File: config.mk
export PLATFORM = sky130hd
export DESIGN_NAME = qs_router
export DESIGN_NICKNAME = d
export VERILOG_FILES = /design/src/qs_pkg.sv /design/src/qs_router.sv
export SDC_FILE = /design/constraint.sdc
export NUM_CORES = 1
export LEC_CHECK = 0
export BUFFER_PORTS_ARGS = -buffer_cell sky130_fd_sc_hd__buf_4
export CORE_MARGIN = 2
export CORE_UTILIZATION = 48
export DETAILED_ROUTE_END_ITERATION = 12
export GPL_TIMING_DRIVEN = 0
export HOLD_SLACK_MARGIN = 0.12
export PLACE_DENSITY = 0.72
export SLEW_MARGIN = 40
export SYNTH_ARGS = -nofsm -noshare
export SYNTH_HDL_FRONTEND = slang
export SYNTH_SLANG_ARGS = --single-unit
File: constraint.sdc
create_clock -name clk -period 7 [get_ports clk]
set_input_delay 1.05 -clock clk [delete_from_list [all_inputs] [get_ports clk]]
set_output_delay 1.05 -clock clk [all_outputs]
set_load 0.02 [all_outputs]
File: src/qs_pkg.sv
// shared constants of the queue subsystem router
// assumes one clock domain and no software-reachable registers
package qs_pkg;
	localparam int QS_NQ_PER      = 8192;     // queues per manager
	localparam int QS_NQ_TOT      = 16384;    // queues in both managers
	localparam int QS_QW          = 14;       // physical queue number width
	localparam int QS_NRGN        = 64;       // regions per manager
	localparam int QS_LINK_INT    = 32768;    // internal linking entries
	localparam int QS_DESC_MAX    = 1048576;  // descriptors, all linking
	localparam int QS_DW          = 20;       // descriptor index width
	localparam int QS_LW          = 15;       // internal link index width
	localparam int QS_QSTRIDE_LOG2 = 4;       // log2 of push/pop bytes per queue (16)
	localparam int QS_OFFW        = 18;       // push/pop region offset
	localparam int QS_LQM_SPAN    = 4096;     // queues per logical manager
	localparam int QS_LQMW        = 2;        // logical manager number
	localparam int QS_LQNW        = 12;       // queue within logical mgr
	localparam int QS_NMC         = 8;        // packet microcontrollers
	localparam int QS_NDIST       = 2;        // interrupt distributors
	localparam int QS_TMR_W       = 16;       // microcontroller timer
	localparam int QS_BUF_DEPTH   = 2;        // data-bus request buffer
	localparam logic [15:0] QS_TMR_RST = 16'h0000;
endpackage : qs_pkg

File: src/qs_router.sv
// queue subsystem router: push/pop steering to two queue managers,
// logical manager translation, pending triggers, timers, interrupts
// assumes all inputs synchronous to clk; managers answer with ready
// How it works
// - two managers of 8192 queues each give 16384 addressable queues.
// - each manager keeps 64 descriptor region entries.
// - one internal linking RAM of 32K entries; each manager also external.
// - descriptor indices reach 1,024K across internal and external linking.
// - engine one triggered by first manager pending, engine two by second.
// - eight packet microcontrollers each own a dedicated timer.
// - two interrupt distributors, each serving two microcontroller pairs.
// - the second manager has its own port, free of first-manager traffic.
// - replicated instances sit at a regular stride from each other.
// - push/pop region is contiguous from the first manager base.
// - configuration blocks are not assumed contiguous.
// - split boundary in the internal linking RAM is programmable.
// - descriptor region sizes must be powers of two.
// - only packet DMA engines translate logical manager numbers.
// - translation also applies to receive flow manager and queue fields.
// - transmit queues follow a linear map from a per-engine base pointer.
// - config accesses steered to a port; data-bus accesses are queued.
`timescale 1ns/1ps
module qs_router #(
	parameter int NQ_PER    = qs_pkg::QS_NQ_PER,
	parameter int BUF_DEPTH = qs_pkg::QS_BUF_DEPTH,
	parameter int NMC       = qs_pkg::QS_NMC
) (
	input  wire logic                          clk,
	input  wire logic                          rstn,
	input  wire logic                          ce,
	input  wire logic                          split_mode,
	input  wire logic [qs_pkg::QS_LW-1:0]      split_point,
	input  wire logic [qs_pkg::QS_DW-1:0]      rgn_size,
	output logic                               rgn_size_bad,
	input  wire logic                          cfg_valid,
	output logic                               cfg_ready,
	input  wire logic                          cfg_pop,
	input  wire logic [qs_pkg::QS_OFFW-1:0]    cfg_off,
	input  wire logic [qs_pkg::QS_DW-1:0]      cfg_desc,
	input  wire logic                          dma_valid,
	output logic                               dma_ready,
	input  wire logic                          dma_eng,
	input  wire logic                          dma_pop,
	input  wire logic [qs_pkg::QS_LQMW-1:0]    dma_lqm,
	input  wire logic [qs_pkg::QS_LQNW-1:0]    dma_qnum,
	input  wire logic [qs_pkg::QS_DW-1:0]      dma_desc,
	input  wire logic [1:0][qs_pkg::QS_QW-1:0] lm_base_ptr,
	input  wire logic                          rxf_valid,
	input  wire logic                          rxf_eng,
	input  wire logic [qs_pkg::QS_LQMW-1:0]    rxf_lqm,
	input  wire logic [qs_pkg::QS_LQNW-1:0]    rxf_qnum,
	output logic [qs_pkg::QS_QW-1:0]           rxf_phys,
	output logic [1:0]                         qm_valid,
	input  wire logic [1:0]                    qm_ready,
	output logic [1:0]                         qm_pop,
	output logic [1:0][qs_pkg::QS_QW-2:0]      qm_qidx,
	output logic [1:0][qs_pkg::QS_DW-1:0]      qm_desc,
	output logic [1:0]                         qm_link_ext,
	output logic                               link_fault,
	input  wire logic [1:0]                    qm_pend,
	output logic [1:0]                         dma_trig,
	input  wire logic [NMC-1:0][qs_pkg::QS_TMR_W-1:0] mc_period,
	output logic [NMC-1:0]                     mc_tick,
	input  wire logic [NMC-1:0]                mc_evt,
	output logic [qs_pkg::QS_NDIST-1:0]        dist_irq
);
	localparam int QW = qs_pkg::QS_QW;
	localparam int DW = qs_pkg::QS_DW;
	localparam int EW = 1 + QW + DW;
	localparam int AW = (BUF_DEPTH > 1) ? $clog2(BUF_DEPTH) : 1;

	// sizes the logic cannot serve are refused while elaborating
	if (NQ_PER != qs_pkg::QS_NQ_PER ||
		NMC != qs_pkg::QS_NMC) begin : g_bad_cnt
		$error("queue or microcontroller count not served");
	end
	if (BUF_DEPTH != 2) begin : g_bad_depth
		$error("buffer depth must be two");
	end

	// queue number from push/pop offset; same arithmetic for both managers
	function automatic logic [QW-1:0] off_to_q(
		input logic [qs_pkg::QS_OFFW-1:0] off);
		off_to_q = off[qs_pkg::QS_QSTRIDE_LOG2 +: QW];
	endfunction : off_to_q

	// logical manager/queue to physical queue, linear in base pointer
	function automatic logic [QW-1:0] xlate(
		input logic [QW-1:0]               base,
		input logic [qs_pkg::QS_LQMW-1:0]  lqm,
		input logic [qs_pkg::QS_LQNW-1:0]  q);
		xlate = base + {lqm, q};
	endfunction : xlate

	function automatic logic is_pow2(input logic [DW-1:0] v);
		is_pow2 = (v != '0) && ((v & (v - 1'b1)) == '0);
	endfunction : is_pow2

	// configuration path bypasses the buffer, steered by queue number
	logic [QW-1:0] cfg_q;
	logic          cfg_dest;
	logic [1:0]    port_free;
	logic          cfg_go;
	// steering reads only the push/pop offset, never a config block address
	assign cfg_q     = off_to_q(cfg_off);
	assign cfg_dest  = cfg_q[QW-1];
	assign port_free = ~qm_valid | qm_ready;
	assign cfg_ready = port_free[cfg_dest];
	assign cfg_go    = ce && cfg_valid && cfg_ready;

	// two-entry buffer for data-bus traffic from the packet DMA engines
	// depth two keeps a stalled word while the next one is taken in
	logic [EW-1:0]    buf_mem [BUF_DEPTH];
	logic [AW-1:0]    wr_ptr_r;
	logic [AW-1:0]    rd_ptr_r;
	logic [AW:0]      cnt_r;
	logic             buf_valid;
	logic             buf_take;
	logic             buf_put;
	logic [EW-1:0]    head;
	logic [EW-1:0]    dma_ent;
	logic             hd_dest;

	assign buf_valid = (cnt_r != '0);
	assign dma_ready = (cnt_r != (AW+1)'(BUF_DEPTH));
	assign buf_put   = ce && dma_valid && dma_ready;
	assign head      = buf_mem[rd_ptr_r];
	assign hd_dest   = head[DW+QW-1];
	// only the engine translates; everything after sees physical numbers
	assign dma_ent   = {dma_pop, xlate(lm_base_ptr[dma_eng], dma_lqm,
		dma_qnum), dma_desc};
	// config wins a port it competes for; buffer holds the word meanwhile
	assign buf_take  = ce && buf_valid && port_free[hd_dest] &&
		!(cfg_valid && cfg_dest == hd_dest);

	always_ff @(posedge clk) begin
		if (buf_put)
			buf_mem[wr_ptr_r] <= dma_ent;
	end

	always_ff @(posedge clk or negedge rstn) begin
		if (!rstn) begin
			wr_ptr_r <= '0;
			rd_ptr_r <= '0;
			cnt_r    <= '0;
		end else begin
			if (buf_put)
				wr_ptr_r <= wr_ptr_r + 1'b1;
			if (buf_take)
				rd_ptr_r <= rd_ptr_r + 1'b1;
			if (buf_put && !buf_take)
				cnt_r <= cnt_r + 1'b1;
			else if (!buf_put && buf_take)
				cnt_r <= cnt_r - 1'b1;
		end
	end

	// per-manager output stage; separate ports so managers never contend
	logic [1:0]          ld;
	logic [1:0][EW-1:0]  ld_ent;
	logic [1:0]          ld_bad;

	genvar p;
	generate
		for (p = 0; p < 2; p++) begin : g_port
			logic [QW-1:0] lq;
			logic [DW-1:0] ldesc;
			logic          lint;
			assign ld[p] = (cfg_go && cfg_dest == p) ||
				(buf_take && hd_dest == p);
			assign ld_ent[p] = (cfg_go && cfg_dest == p) ?
				{cfg_pop, cfg_q, cfg_desc} : head;
			assign lq    = ld_ent[p][DW +: QW];
			assign ldesc = ld_ent[p][DW-1:0];
			// indices below 32K live in the shared internal linking RAM
			assign lint  = (ldesc < DW'(qs_pkg::QS_LINK_INT));
			// split mode: first manager below the boundary, second at or above it
			assign ld_bad[p] = split_mode && lint && !ld_ent[p][EW-1] &&
				((p == 0) ? (ldesc[qs_pkg::QS_LW-1:0] >= split_point)
				          : (ldesc[qs_pkg::QS_LW-1:0] <  split_point));

			always_ff @(posedge clk or negedge rstn) begin
				if (!rstn) begin
					qm_valid[p]    <= 1'b0;
					qm_pop[p]      <= 1'b0;
					qm_qidx[p]     <= '0;
					qm_desc[p]     <= '0;
					qm_link_ext[p] <= 1'b0;
				end else if (ce) begin
					if (ld[p]) begin
						qm_valid[p]    <= 1'b1;
						qm_pop[p]      <= ld_ent[p][EW-1];
						qm_qidx[p]     <= lq[QW-2:0];
						qm_desc[p]     <= ldesc;
						qm_link_ext[p] <= !lint;
					end else if (qm_ready[p]) begin
						qm_valid[p] <= 1'b0;
					end
				end
			end
		end
	endgenerate

	always_ff @(posedge clk or negedge rstn) begin
		if (!rstn)
			link_fault <= 1'b0;
		else if (ce)
			link_fault <= |(ld & ld_bad);
	end

	// receive flow fields go through the same mapping as transmit
	always_ff @(posedge clk or negedge rstn) begin
		if (!rstn)
			rxf_phys <= '0;
		else if (ce && rxf_valid)
			rxf_phys <= xlate(lm_base_ptr[rxf_eng], rxf_lqm, rxf_qnum);
	end

	// region table entries themselves live in the managers; size checked here
	always_ff @(posedge clk or negedge rstn) begin
		if (!rstn)
			rgn_size_bad <= 1'b0;
		else if (ce)
			rgn_size_bad <= !is_pow2(rgn_size);
	end

	// engine n is woken only by manager n pending signals
	always_ff @(posedge clk or negedge rstn) begin
		if (!rstn)
			dma_trig <= '0;
		else if (ce)
			dma_trig <= qm_pend;
	end

	// one reload timer per microcontroller
	logic [NMC-1:0][qs_pkg::QS_TMR_W-1:0] tmr_r;
	logic [qs_pkg::QS_NDIST-1:0][NMC-1:0] dist_map;
	genvar i;
	generate
		for (i = 0; i < NMC; i++) begin : g_mc
			always_ff @(posedge clk or negedge rstn) begin
				if (!rstn) begin
					tmr_r[i]   <= qs_pkg::QS_TMR_RST;
					mc_tick[i] <= 1'b0;
				end else if (ce) begin
					mc_tick[i] <= (tmr_r[i] == '0);
					tmr_r[i]   <= (tmr_r[i] == '0) ? mc_period[i]
						: tmr_r[i] - 1'b1;
				end
			end
			// pairs alternate: pair 0,2 to distributor 0; 1,3 to 1
			assign dist_map[0][i] = (((i >> 1) & 1) == 0);
			assign dist_map[1][i] = (((i >> 1) & 1) == 1);
		end
	endgenerate

	always_ff @(posedge clk or negedge rstn) begin
		if (!rstn)
			dist_irq <= '0;
		else if (ce) begin
			dist_irq[0] <= |(mc_evt & dist_map[0]);
			dist_irq[1] <= |(mc_evt & dist_map[1]);
		end
	end
endmodule : qs_router

# ---- Word level (Yosys, flattened, before mapping)
# Memories as Yosys holds them, arrays and structs flattened.
# Index checks and enable logic that the tools add are counted.
dict set report word_totals {
  register_bits 232
  mem_bits_rw 70
  in_bits 300
  output_inout_bits 102
  elab_cells 145
  memories 1
}
dict set report op_classes {
  n_addsub 15
  n_lt_le_gt_ge 8
  eq_ne 2
  muxes 26
  n_bitwise 6
  reduce_logical 53
}
# name words width read_ports rd_clocked_by_memory_dff wr line_no
set memory_table {}
lappend memory_table {buf_mem 2 35 1 0 1 qs_router.sv:113} ;# logic [EW-1:0] buf_mem [BUF_DEPTH];
# operator count
set ops {}
lappend ops {{$logic_not 16->1} 8}
lappend ops {{$mux 16} 8}
lappend ops {{$sub 16x1->16 const B} 8}
lappend ops {{$mux 35} 2}
lappend ops {{$mux 14} 4}
lappend ops {{$lt 20x16->1 const B} 2}
lappend ops {{$add 14x14->14} 2}
lappend ops {{$logic_and 1x1->1} 22}
lappend ops {{$and 20x20->20} 1}
lappend ops {{$logic_not 20->1} 1}
lappend ops {{$reduce_bool 20->1} 1}
lappend ops {{$sub 20x1->20 const B} 1}
lappend ops {{$ge 15x15->1} 1}
lappend ops {{$lt 15x15->1} 1}
lappend ops {{$mux 1} 10}
lappend ops {{$logic_not 1->1} 8}
lappend ops {{$lt 1x2->1 const B} 4}
lappend ops {{$reduce_and 2->1} 4}
lappend ops {{$reduce_bool 2->1} 4}
lappend ops {{$reduce_or 4->1} 2}
lappend ops {{$mux 2} 2}
lappend ops {{$add 1x1->1 const B} 2}
lappend ops {{$add 2x1->2 const B} 1}
lappend ops {{$and 2x2->2} 1}
lappend ops {{other kinds (8)} 10}

# ---- Longest topological paths before layout
# Gate-level depths: netlist of the first run.
dict set report depth {
  depth_word 13
  mapped_depth 14
  depth_no_buf 11
}

# ---- Least setup slack after synthesis of the first run
# Ideal clock, no wire load.
dict set report synth_timing {
  kind {input -> register}
  from {input ce}
  to {memory buf_mem[0][0] (netlist name) (enable)}
  setup_ns 0.431
  arrival_ns 3.402
  required_time_ns 6.569
  setup_slack_ns 3.167
  path_stages 4
  n_path_buf 2
  cell_sequence {clkbuf_1 clkbuf_1 and3_1 nor2b_1}
}
dict set report synth_via {
  elab_chain_len 4
}
# element line_no
set synth_rtl {}
lappend synth_rtl {{start: declaration} qs_router.sv:30} ;# input wire logic ce,
lappend synth_rtl {{$logic_and 1x1->1 (2 in a row)} qs_router.sv:126} ;# assign buf_put = ce && dma_valid && dma_ready;
lappend synth_rtl {{net buf_put} qs_router.sv:119} ;# logic buf_put;
lappend synth_rtl {{$mux 1} qs_router.sv:137} ;# if (buf_put)
lappend synth_rtl {{$mux 1 (not written as such)} qs_router.sv:138} ;# buf_mem[wr_ptr_r] <= dma_ent;
lappend synth_rtl {{end: declaration} qs_router.sv:113}
# The timed path passes the listed nets, and every way through them passes these cells.

# ---- Final worst setup path of the first run
dict set report layout_timing {
  from {input qm_ready[0]}
  to {register link_fault}
}
dict set report layout_via {
  elab_chain_len 12
}
# element line_no
set layout_rtl {}
lappend layout_rtl {{start: declaration} qs_router.sv:54} ;# input wire logic [1:0] qm_ready,
lappend layout_rtl {{$or 2x2->2 *} qs_router.sv:107} ;# assign port_free = ~qm_valid | qm_ready;
lappend layout_rtl {{$mux 1 (not written as such) * (2 in a row)} qs_router.sv:108} ;# assign cfg_ready = port_free[cfg_dest];
lappend layout_rtl {{$logic_and 1x1->1 *} qs_router.sv:109} ;# assign cfg_go = ce && cfg_valid && cfg_ready;
lappend layout_rtl {{$logic_and 1x1->1 *} qs_router.sv:171} ;# assign ld_ent[p] = (cfg_go && cfg_dest == p) ?
lappend layout_rtl {{$mux 35 *} qs_router.sv:171}
lappend layout_rtl {{net g_port[0].ldesc[9]} qs_router.sv:167} ;# logic [DW-1:0] ldesc;
lappend layout_rtl {{$lt 20x16->1} qs_router.sv:176} ;# assign lint = (ldesc < DW'(qs_pkg::QS_LINK_INT));
lappend layout_rtl {{$logic_and 1x1->1 (2 in a row)} qs_router.sv:178} ;# assign ld_bad[p] = split_mode && lint && !ld_ent[p][EW-1] &&
lappend layout_rtl {{$logic_and 1x1->1 *} qs_router.sv:178}
lappend layout_rtl {{$and 2x2->2 *} qs_router.sv:208} ;# link_fault <= |(ld & ld_bad);
lappend layout_rtl {{$reduce_or 2->1 *} qs_router.sv:208}
lappend layout_rtl {{end signal: assignment} qs_router.sv:208}
lappend layout_rtl {{end: declaration} qs_router.sv:59} ;# output logic link_fault,
# The timed path passes the listed nets; every way through them passes the cells marked *. The select of a mux whose other input is x is not followed.
# A chain may end at the register's enable or synchronous reset.

==> results of run 1 <==
==> cells in the final DEF, fill, tap and decap left out, types with 13 or more instances in the layout <==
master     count
o211ai_1      21
inv_1         78
a21o_1        15
buf_4        393
nand3_1       44
nand2_1      273
mux2i_1       43
nor2_1       130
ha_1          72
nor3_1        49
buf_2         16
nor4_1        27
o21ai_0      202
o21ai_1       45
clkbuf_16     37
o22ai_1       17
edfxtp_1      70
dfrtp_1      232
and3_1        16
a21oi_1      190
o21a_1        20
o31ai_1       17
clkbuf_1      80
a22oi_1       30
nand4_1       20
xor2_1        13
mux2_2        51
==> sequential cells by signal, summed over array words and instances, names as in the netlist, 8 cells and up <==
| signal | flops |
|---|---|
| buf_mem | 70 |
| qm_desc | 40 |
| rxf_phys | 14 |
| qm_qidx | 26 |
| tmr_r | 128 |
| mc_tick | 8 |
==> per-layer routing <==
layer / vias up / share of wire (%) / track usage [%]
met5: - / 0.067 / 0
met4: 6 / 3.8 / 11.2
met3: 136 / 7.5 / 4.96
met2: 752 / 47 / 47.6
met1: 8038 / 42 / 39.5
li1: 7863 / - / -
==> worst paths after layout <==
kind | depth (start not counted) | end | startpoint
max | 13 | link_fault | qm_ready[0]
min | 1 | tmr_r[37] | rstn
max reg2reg | 12 | link_fault | qm_valid[0]
min reg2reg | 2 | qm_desc[9] | qm_desc[9]
max in group asynchronous | 2 | qm_qidx[4] | rstn
min in group clk | 2 | qm_desc[9] | qm_desc[9]
==> power breakdown <==
group,switching [mW],internal [mW]
Combinational,1.60,1.16
Clock,0.742,1.12
Sequential,0.553,2.43
==> cells by family after synthesis <==
family	Yosys count	synth area share [%]
XOR/XNOR	23	1.16
AND/OR/NAND/NOR	632	16.9
flip-flops	302	45.7
buffers and inverters	178	4.06
AO/OA/AOI/OAI	620	20.8
adder cells (fa/ha/maj)	76	5.55
multiplexers	94	5.80
==> cell type report <==
type,count,area share [%]
repair buffers,399,13.9
plain buffers,100,1.88
inverters,78,1.32
clock inverters,9,0.440
clock buffers,55,4.80
multi-input cells,1445,39.3
well taps,461,2.60
flip-flops and latches,302,35.7
diodes,1,0.0113
==> through the flow <==
| stage | hold WS, ps | utilization, % | setup slack [ps] | total power [mW] |
|---|---|---|---|---|
| 5_1_grt | 448 | 62.3 | 2660 | 8.05 |
| 3_5_place_dp | 469 | 59.0 | 2390 | 5.72 |
| 4_1_cts | 424 | 62.3 | 2920 | 7.61 |
| 2_1_floorplan | 449 | - | 3170 | 4.59 |
| 3_3_place_gp | 464 | 58.6 | 1430 | 5.59 |
| 6_report | 426 | 62.3 | 2820 | 7.60 |
==> impl_results.md, run 1 <==
* Worst R2R Setup Slack at around 3200 ps
* Leading area contributor after synthesis: dfrtp_1
* DIE WIDTH at roughly 190 um
* Synth top area share at 33.5%
* Num ports at 402
* Seq/Total Area, Yosys at 45.7%
* Final Skew at 13.2 ps
* Slowest cell on crit path: buf_1
* Worst-margin pin slew at approximately 850 ps
* Vias in the first global route at 16.6k
* Cell mode on critical path: a21oi_1
* Critical Path AT at between 4000 and 5000 ps
* Unique masters post-synth at 72
* # H-tree levels at 2
* Synth warn at 0
* Final Cell Area at 22200 um2
* Initial DRT Pass Iterations at 5
* WL/cell at 20.0 um
* Vias at 16.8k
* CP delay by family, top: compound AO/OA/AOI/OAI gates
* Largest net degree at the start of global routing at 70
* Global-route wire length before repair at 88.6 mm
* Non-filler cells, final at 2850
* Mapped Cells at 1925
* Share of cells above drive strength 1 at a little under a quarter
* Drt total wl at roughly 57 mm
* Number of hold buffers added after cts at 0
* Die Height at 194 um
* Drt via density at 5.89
* Antenna Violating Nets Remaining at 0
* Synth Register Bits at 302
* Rows at 69
* Fmax at 0.239 GHz
* CTS tree: built
* Status: complete, no violations
* Max-Cap Viols at 0
* Register clock-pin slew on the reported worst setup and hold paths at 60 ps
* Setup TNS at 0 ps
* Multi-input gate area at 8710 um2
* Clock Latency Late Sink at 530 ps
* Syn_nets at around 2.3k
* Tot GR Track Use at 29.3%
* CP Launch Type: input port
* DP HPWL at approximately 43 mm
* Final #Nets at 2736
* Final setup fails at 0
* Area growth from synthesis to layout at 28.0%
* Syn Area/Cell at between 8 and 9 um2
* Sequential cell area at roughly 8000 um2
* Crit-path cells: buf_4 -> nand2b_1 -> nand4b_1 -> buf_1 -> clkbuf_1 -> a21oi_1 -> ha_1 -> a21oi_1 -> nor2_1 -> a211oi_1 -> o211ai_1 -> a221oi_1 -> o21ai_1
* CTS resizes at 0
* Peak VDD IR at around 230 uV
* Input/output buffers at around 400
* Synth Flop Type: dfrtp_1
* Most frequent cells after synthesis: nand2_1, dfrtp_1, o21ai_0, a21oi_1, nor2_1
* Longest Clk Path Bufs at 3
* Slew HR at a little over two fifths
* Remaining routing DRC violations at 0
* Initial antenna violation count at 4
* CP Capture Type: register
* Buf/Inv on CP at 3
* Cell area after synthesis at 17300 um2
* Clock Sinks at 302
* Final worst-path cycle share at 59.7%
* Pwr dens at 343 nW/um2
* Initial Utilization at 48.7%
* # fillers at between 3k and 4k
* Cells after DPL at between 2k and 3k
* Routability cong. at between 0.9 and 1
* Post-layout min period at ~4200 ps
* Core ar. at 35600 um2
* Fraction of registers with async set/reset at 76.8%
* CTS buffer count at 36
* Worst-path fanout max at 10
* LEAKAGE at 10.1 nW
* Die area at 37600 um2
* RSZ-0062 raised after global routing: false
* Clock Tree Root: clkbuf_16
* First DRT Iteration DRCs at about 1.4k
* Total grt overflow at 0
* Setup Fix Bufs, Post-CTS at 0
* Post-synth EDFFs at 70
* Critical path type: in2reg
* Hold WC Path Type: in2async
* Top-count cell post-synth: nand2_1
* Top cells by area, synth: dfrtp_1, edfxtp_1, nand2_1, o21ai_0, a21oi_1
* CP max stage delay at 640 ps
* Final Hold Viols at 0
* Required @ worst endpoint at approximately 7400 ps
* Placed Area at around 21000 um2
* Fin. max-slew vios at 0
Power figures use the tool's default switching activity.
==> run 2: changes to the inputs <==
--- a/config.mk
+++ b/config.mk
@@ -11,7 +11,7 @@
 export DETAILED_ROUTE_END_ITERATION = 12
 export GPL_TIMING_DRIVEN = 0
 export HOLD_SLACK_MARGIN = 0.12
-export PLACE_DENSITY = 0.72
+export PLACE_DENSITY = 0.75
 export SLEW_MARGIN = 40
 export SYNTH_ARGS = -nofsm -noshare
 export SYNTH_HDL_FRONTEND = slang
==> constraint.sdc (replaced) <==
create_clock -name clk -period 3.51 [get_ports clk]
set_input_delay 0.5265 -clock clk [delete_from_list [all_inputs] [get_ports clk]]
set_output_delay 0.5265 -clock clk [all_outputs]
set_load 0.02 [all_outputs]
==> run 2 against run 1 <==
Sequential power increased by 99%. Critical path depth decreased by 1. Die area unchanged. Hold slack got worse by 220 ps. Register-to-register slack got worse by 2900 ps. Flip-flop and latch count unchanged. Clock power increased by 100%. Clock-buffer cell count decreased by 5. Non-clock buffer count increased by 1. First-iteration DRC count decreased by 11%. Highest routed layer unchanged.
==> impl_results.md, run 2 (synthesis results as in run 1) <==
* Status: complete, no violations
* Initial antenna violation count at 7 (+3)
* Core ar. at 35600 um2 (unchanged)
* Commonest non-fill, non-tap cell in the layout: buf_4
* Endpoint, Worst Hold: buf_mem[1][4]
* Largest net degree at the start of global routing at 66 (-5.7%)
* Global-route wire length before repair at 88.2 mm (-0.48%)
* Routed wl met2 at 26.9 mm (+1.3%)
* Clock Sinks at 302 (unchanged)
* Initial Utilization at 48.7% (unchanged)
* # fillers at 3044 (+1.4%)
* Vias in the first global route at 16.5k (-0.82%)
* Peak VDD IR at 573 uV (+150%)
* Final Skew at 11.5 ps (-1.71 ps)
* WL/cell at 19.7 um (-1.3%)
* LEAKAGE at 10.1 nW (+0.14%)
* Clock Power Share at 24.6% (about the same)
* Fmax at 0.305 GHz
* CP max stage delay at 400 ps (-240 ps)
* Worst-path fanout max at 10 (unchanged)
* CP Capture Type: register
* DIE WIDTH at 194 um (unchanged)
* R2R depth at 12 (unchanged)
* Num ports at 402 (unchanged)
* Final worst-path cycle share at 93.5%
* Min Hold Slack at 203 ps (-222 ps)
* CP Launch Type: register
* Final Hold Viols at 0 (unchanged)
* Cell mode on critical path: a21oi_1
* Slowest cell on crit path: dfrtp_1
* Post-layout min period at 3280 ps
* WL met1 at 23.5 mm (-1.9%)
* Multi-input gate area at 8720 um2 (+0.10%)
* Worst-margin pin slew at 863 ps (+15.9 ps)
* Clock Latency Late Sink at 520 ps (about the same)
* Input/output buffers at 394 (unchanged)
* Critical path type: reg2reg
* Most frequent cells in the layout: buf_4, nand2_1, dfrtp_1
* Top reg by flops: tmr_r
* Slew HR at 41.9% (-1.6 points)
* Min-delay src: dma_desc[4]
* First DRT Iteration DRCs at 1226 (-11%)
* Die area at 37600 um2 (unchanged)
* P_sw at 5.76 mW (+99%)
* Setup TNS at 0 ps (unchanged)
* Longest Clk Path Bufs at 3 (unchanged)
* Required @ worst endpoint at 3890 ps (-3510 ps)
* Routability cong. at 0.914 (+0.25%)
* Final setup fails at 0 (unchanged)
* Met3 wire length at 3.83 mm (-11%)
* Reg power frac at 39.2% (about the same)
* Worst hold stages at 1
* Drt total wl at 56.3 mm (-1.1%)
* Antenna Violating Nets Remaining at 0 (unchanged)
* Sw frac at 38.1% (about the same)
* Hold WC Path Type: in2reg
* Die Height at 194 um (unchanged)
* Vias at 16.8k (+0.14%)
* Final #Nets at 2737 (+0.037%)
* # H-tree levels at 2 (unchanged)
* Tot GR Track Use at 29.1% (-0.23 points)
* Reg2Reg Capture Point: link_fault
* Rows at 69 (unchanged)
* Max reg flops at 128 (unchanged)
* Critical path startpoint: qm_valid[0]
* Initial DRT Pass Iterations at 5 (unchanged)
* Comb power frac at 36.2% (about the same)
* Pwr dens at 682 nW/um2 (+99%)
* Total grt overflow at 0 (unchanged)
* Fin. max-slew vios at 0 (unchanged)
* Worst reg2reg startpoint: qm_valid[0]
* DP HPWL at 42.2 mm (-0.80%)
* Share of cells above drive strength 1 at 23.1% (+0.42 points)
* Largest regs: tmr_r (128), buf_mem (70), qm_desc (40)
* Top Layer Used: met5
* Worst R2R Setup Slack at 230 ps (-2920 ps)
* Sequential cell area at 7910 um2 (unchanged)
* Pint at 9.37 mW (+99%)
* CTS buffer count at 36 (unchanged)
* Drt via density at 5.89 (about the same)
* Max-Cap Viols at 0 (unchanged)
* Critical Path AT at 3660 ps (-930 ps)
* Register clock-pin slew on the reported worst setup and hold paths at 60 ps (about the same)
* Area growth from synthesis to layout at 28.2%
* CTS tree: built
* Remaining routing DRC violations at 0 (unchanged)
* Crit-path cells: nand2b_1 -> nand4b_1 -> buf_2 -> clkbuf_2 -> a21oi_1 -> ha_1 -> a21oi_1 -> nor2_1 -> a211oi_1 -> o211ai_1 -> a221oi_2 -> o21ai_1
* RSZ-0062 raised after global routing: false
* Clock Tree Root: clkbuf_16
run 2: power by group through the flow:
stage / Clock (mW) / Combinational, mW / Sequential [mW]
2_1_floorplan: 0 / 2.93 / 6.22
4_1_cts: 3.77 / 5.47 / 5.89
5_1_grt: 3.91 / 6.05 / 6.08
3_5_place_dp: 0 / 5.44 / 5.93
6_report: 3.72 / 5.48 / 5.93
3_3_place_gp: 0 / 5.25 / 5.89
run 2: area by class of cell:
class | instances | share of cell area [%]
multi-input combinational | 1445 | 39.3
sequential | 302 | 35.6
timing repair buffer | 400 | 13.9
clock buffer | 50 | 4.71
tap | 461 | 2.60
buffer | 100 | 1.91
inverter | 78 | 1.32
clock inverter | 13 | 0.553
antenna | 6 | 0.0677
run 2: critical path: cells and delay by family (launching register included):
kind                       cells  cell delay [ps]
buffers and inverters          2              530
adders and majority gates      1              310
and+or+nand+nor                3              390
DFF                            1              400
AOI/OAI and AO/OA              6             1520
run 2: timing repair:
action | in CTS | in global routing
setup endpoints to repair | 1 | 1
setup buffers | 1 | 0
hold buffers | 1 | 0
hold endpoints to repair | 48 | 0
pin swaps | 1 | 0
gates resized for setup | 1 | 12
run 2: metrics by stage:
stage	area (um2)	instances	worst slack, ps	power (mW)	utilization [%]
after floorplan	17300	1925	200	9.15	-
after global placement	20800	2780	-1580	11.1	58.6
after detailed placement	21000	2784	-709	11.4	58.9
after CTS	22100	2849	63.3	15.1	62.3
after global routing	22200	2855	20.5	16.0	62.4
final	22200	2855	229	15.1	62.4
run 2: layer usage:
layer / up-vias / global-route usage [%]
li1: 7885 / -
met1: 8091 / 38.6
met2: 710 / 48.2
met3: 130 / 4.40
met4: 2 / 11.2
met5: - / 0
run 2: how the worst max path moves through the flow:
stage	to	slack, ps	depth (start not counted)
floorplan	buf_mem[0][0]	200	4
finish	link_fault	230	12
detailed placement	link_fault	-710	13
global placement	buf_mem[0][4]	-1580	5
global route	link_fault	20	13
CTS	link_fault	60	12
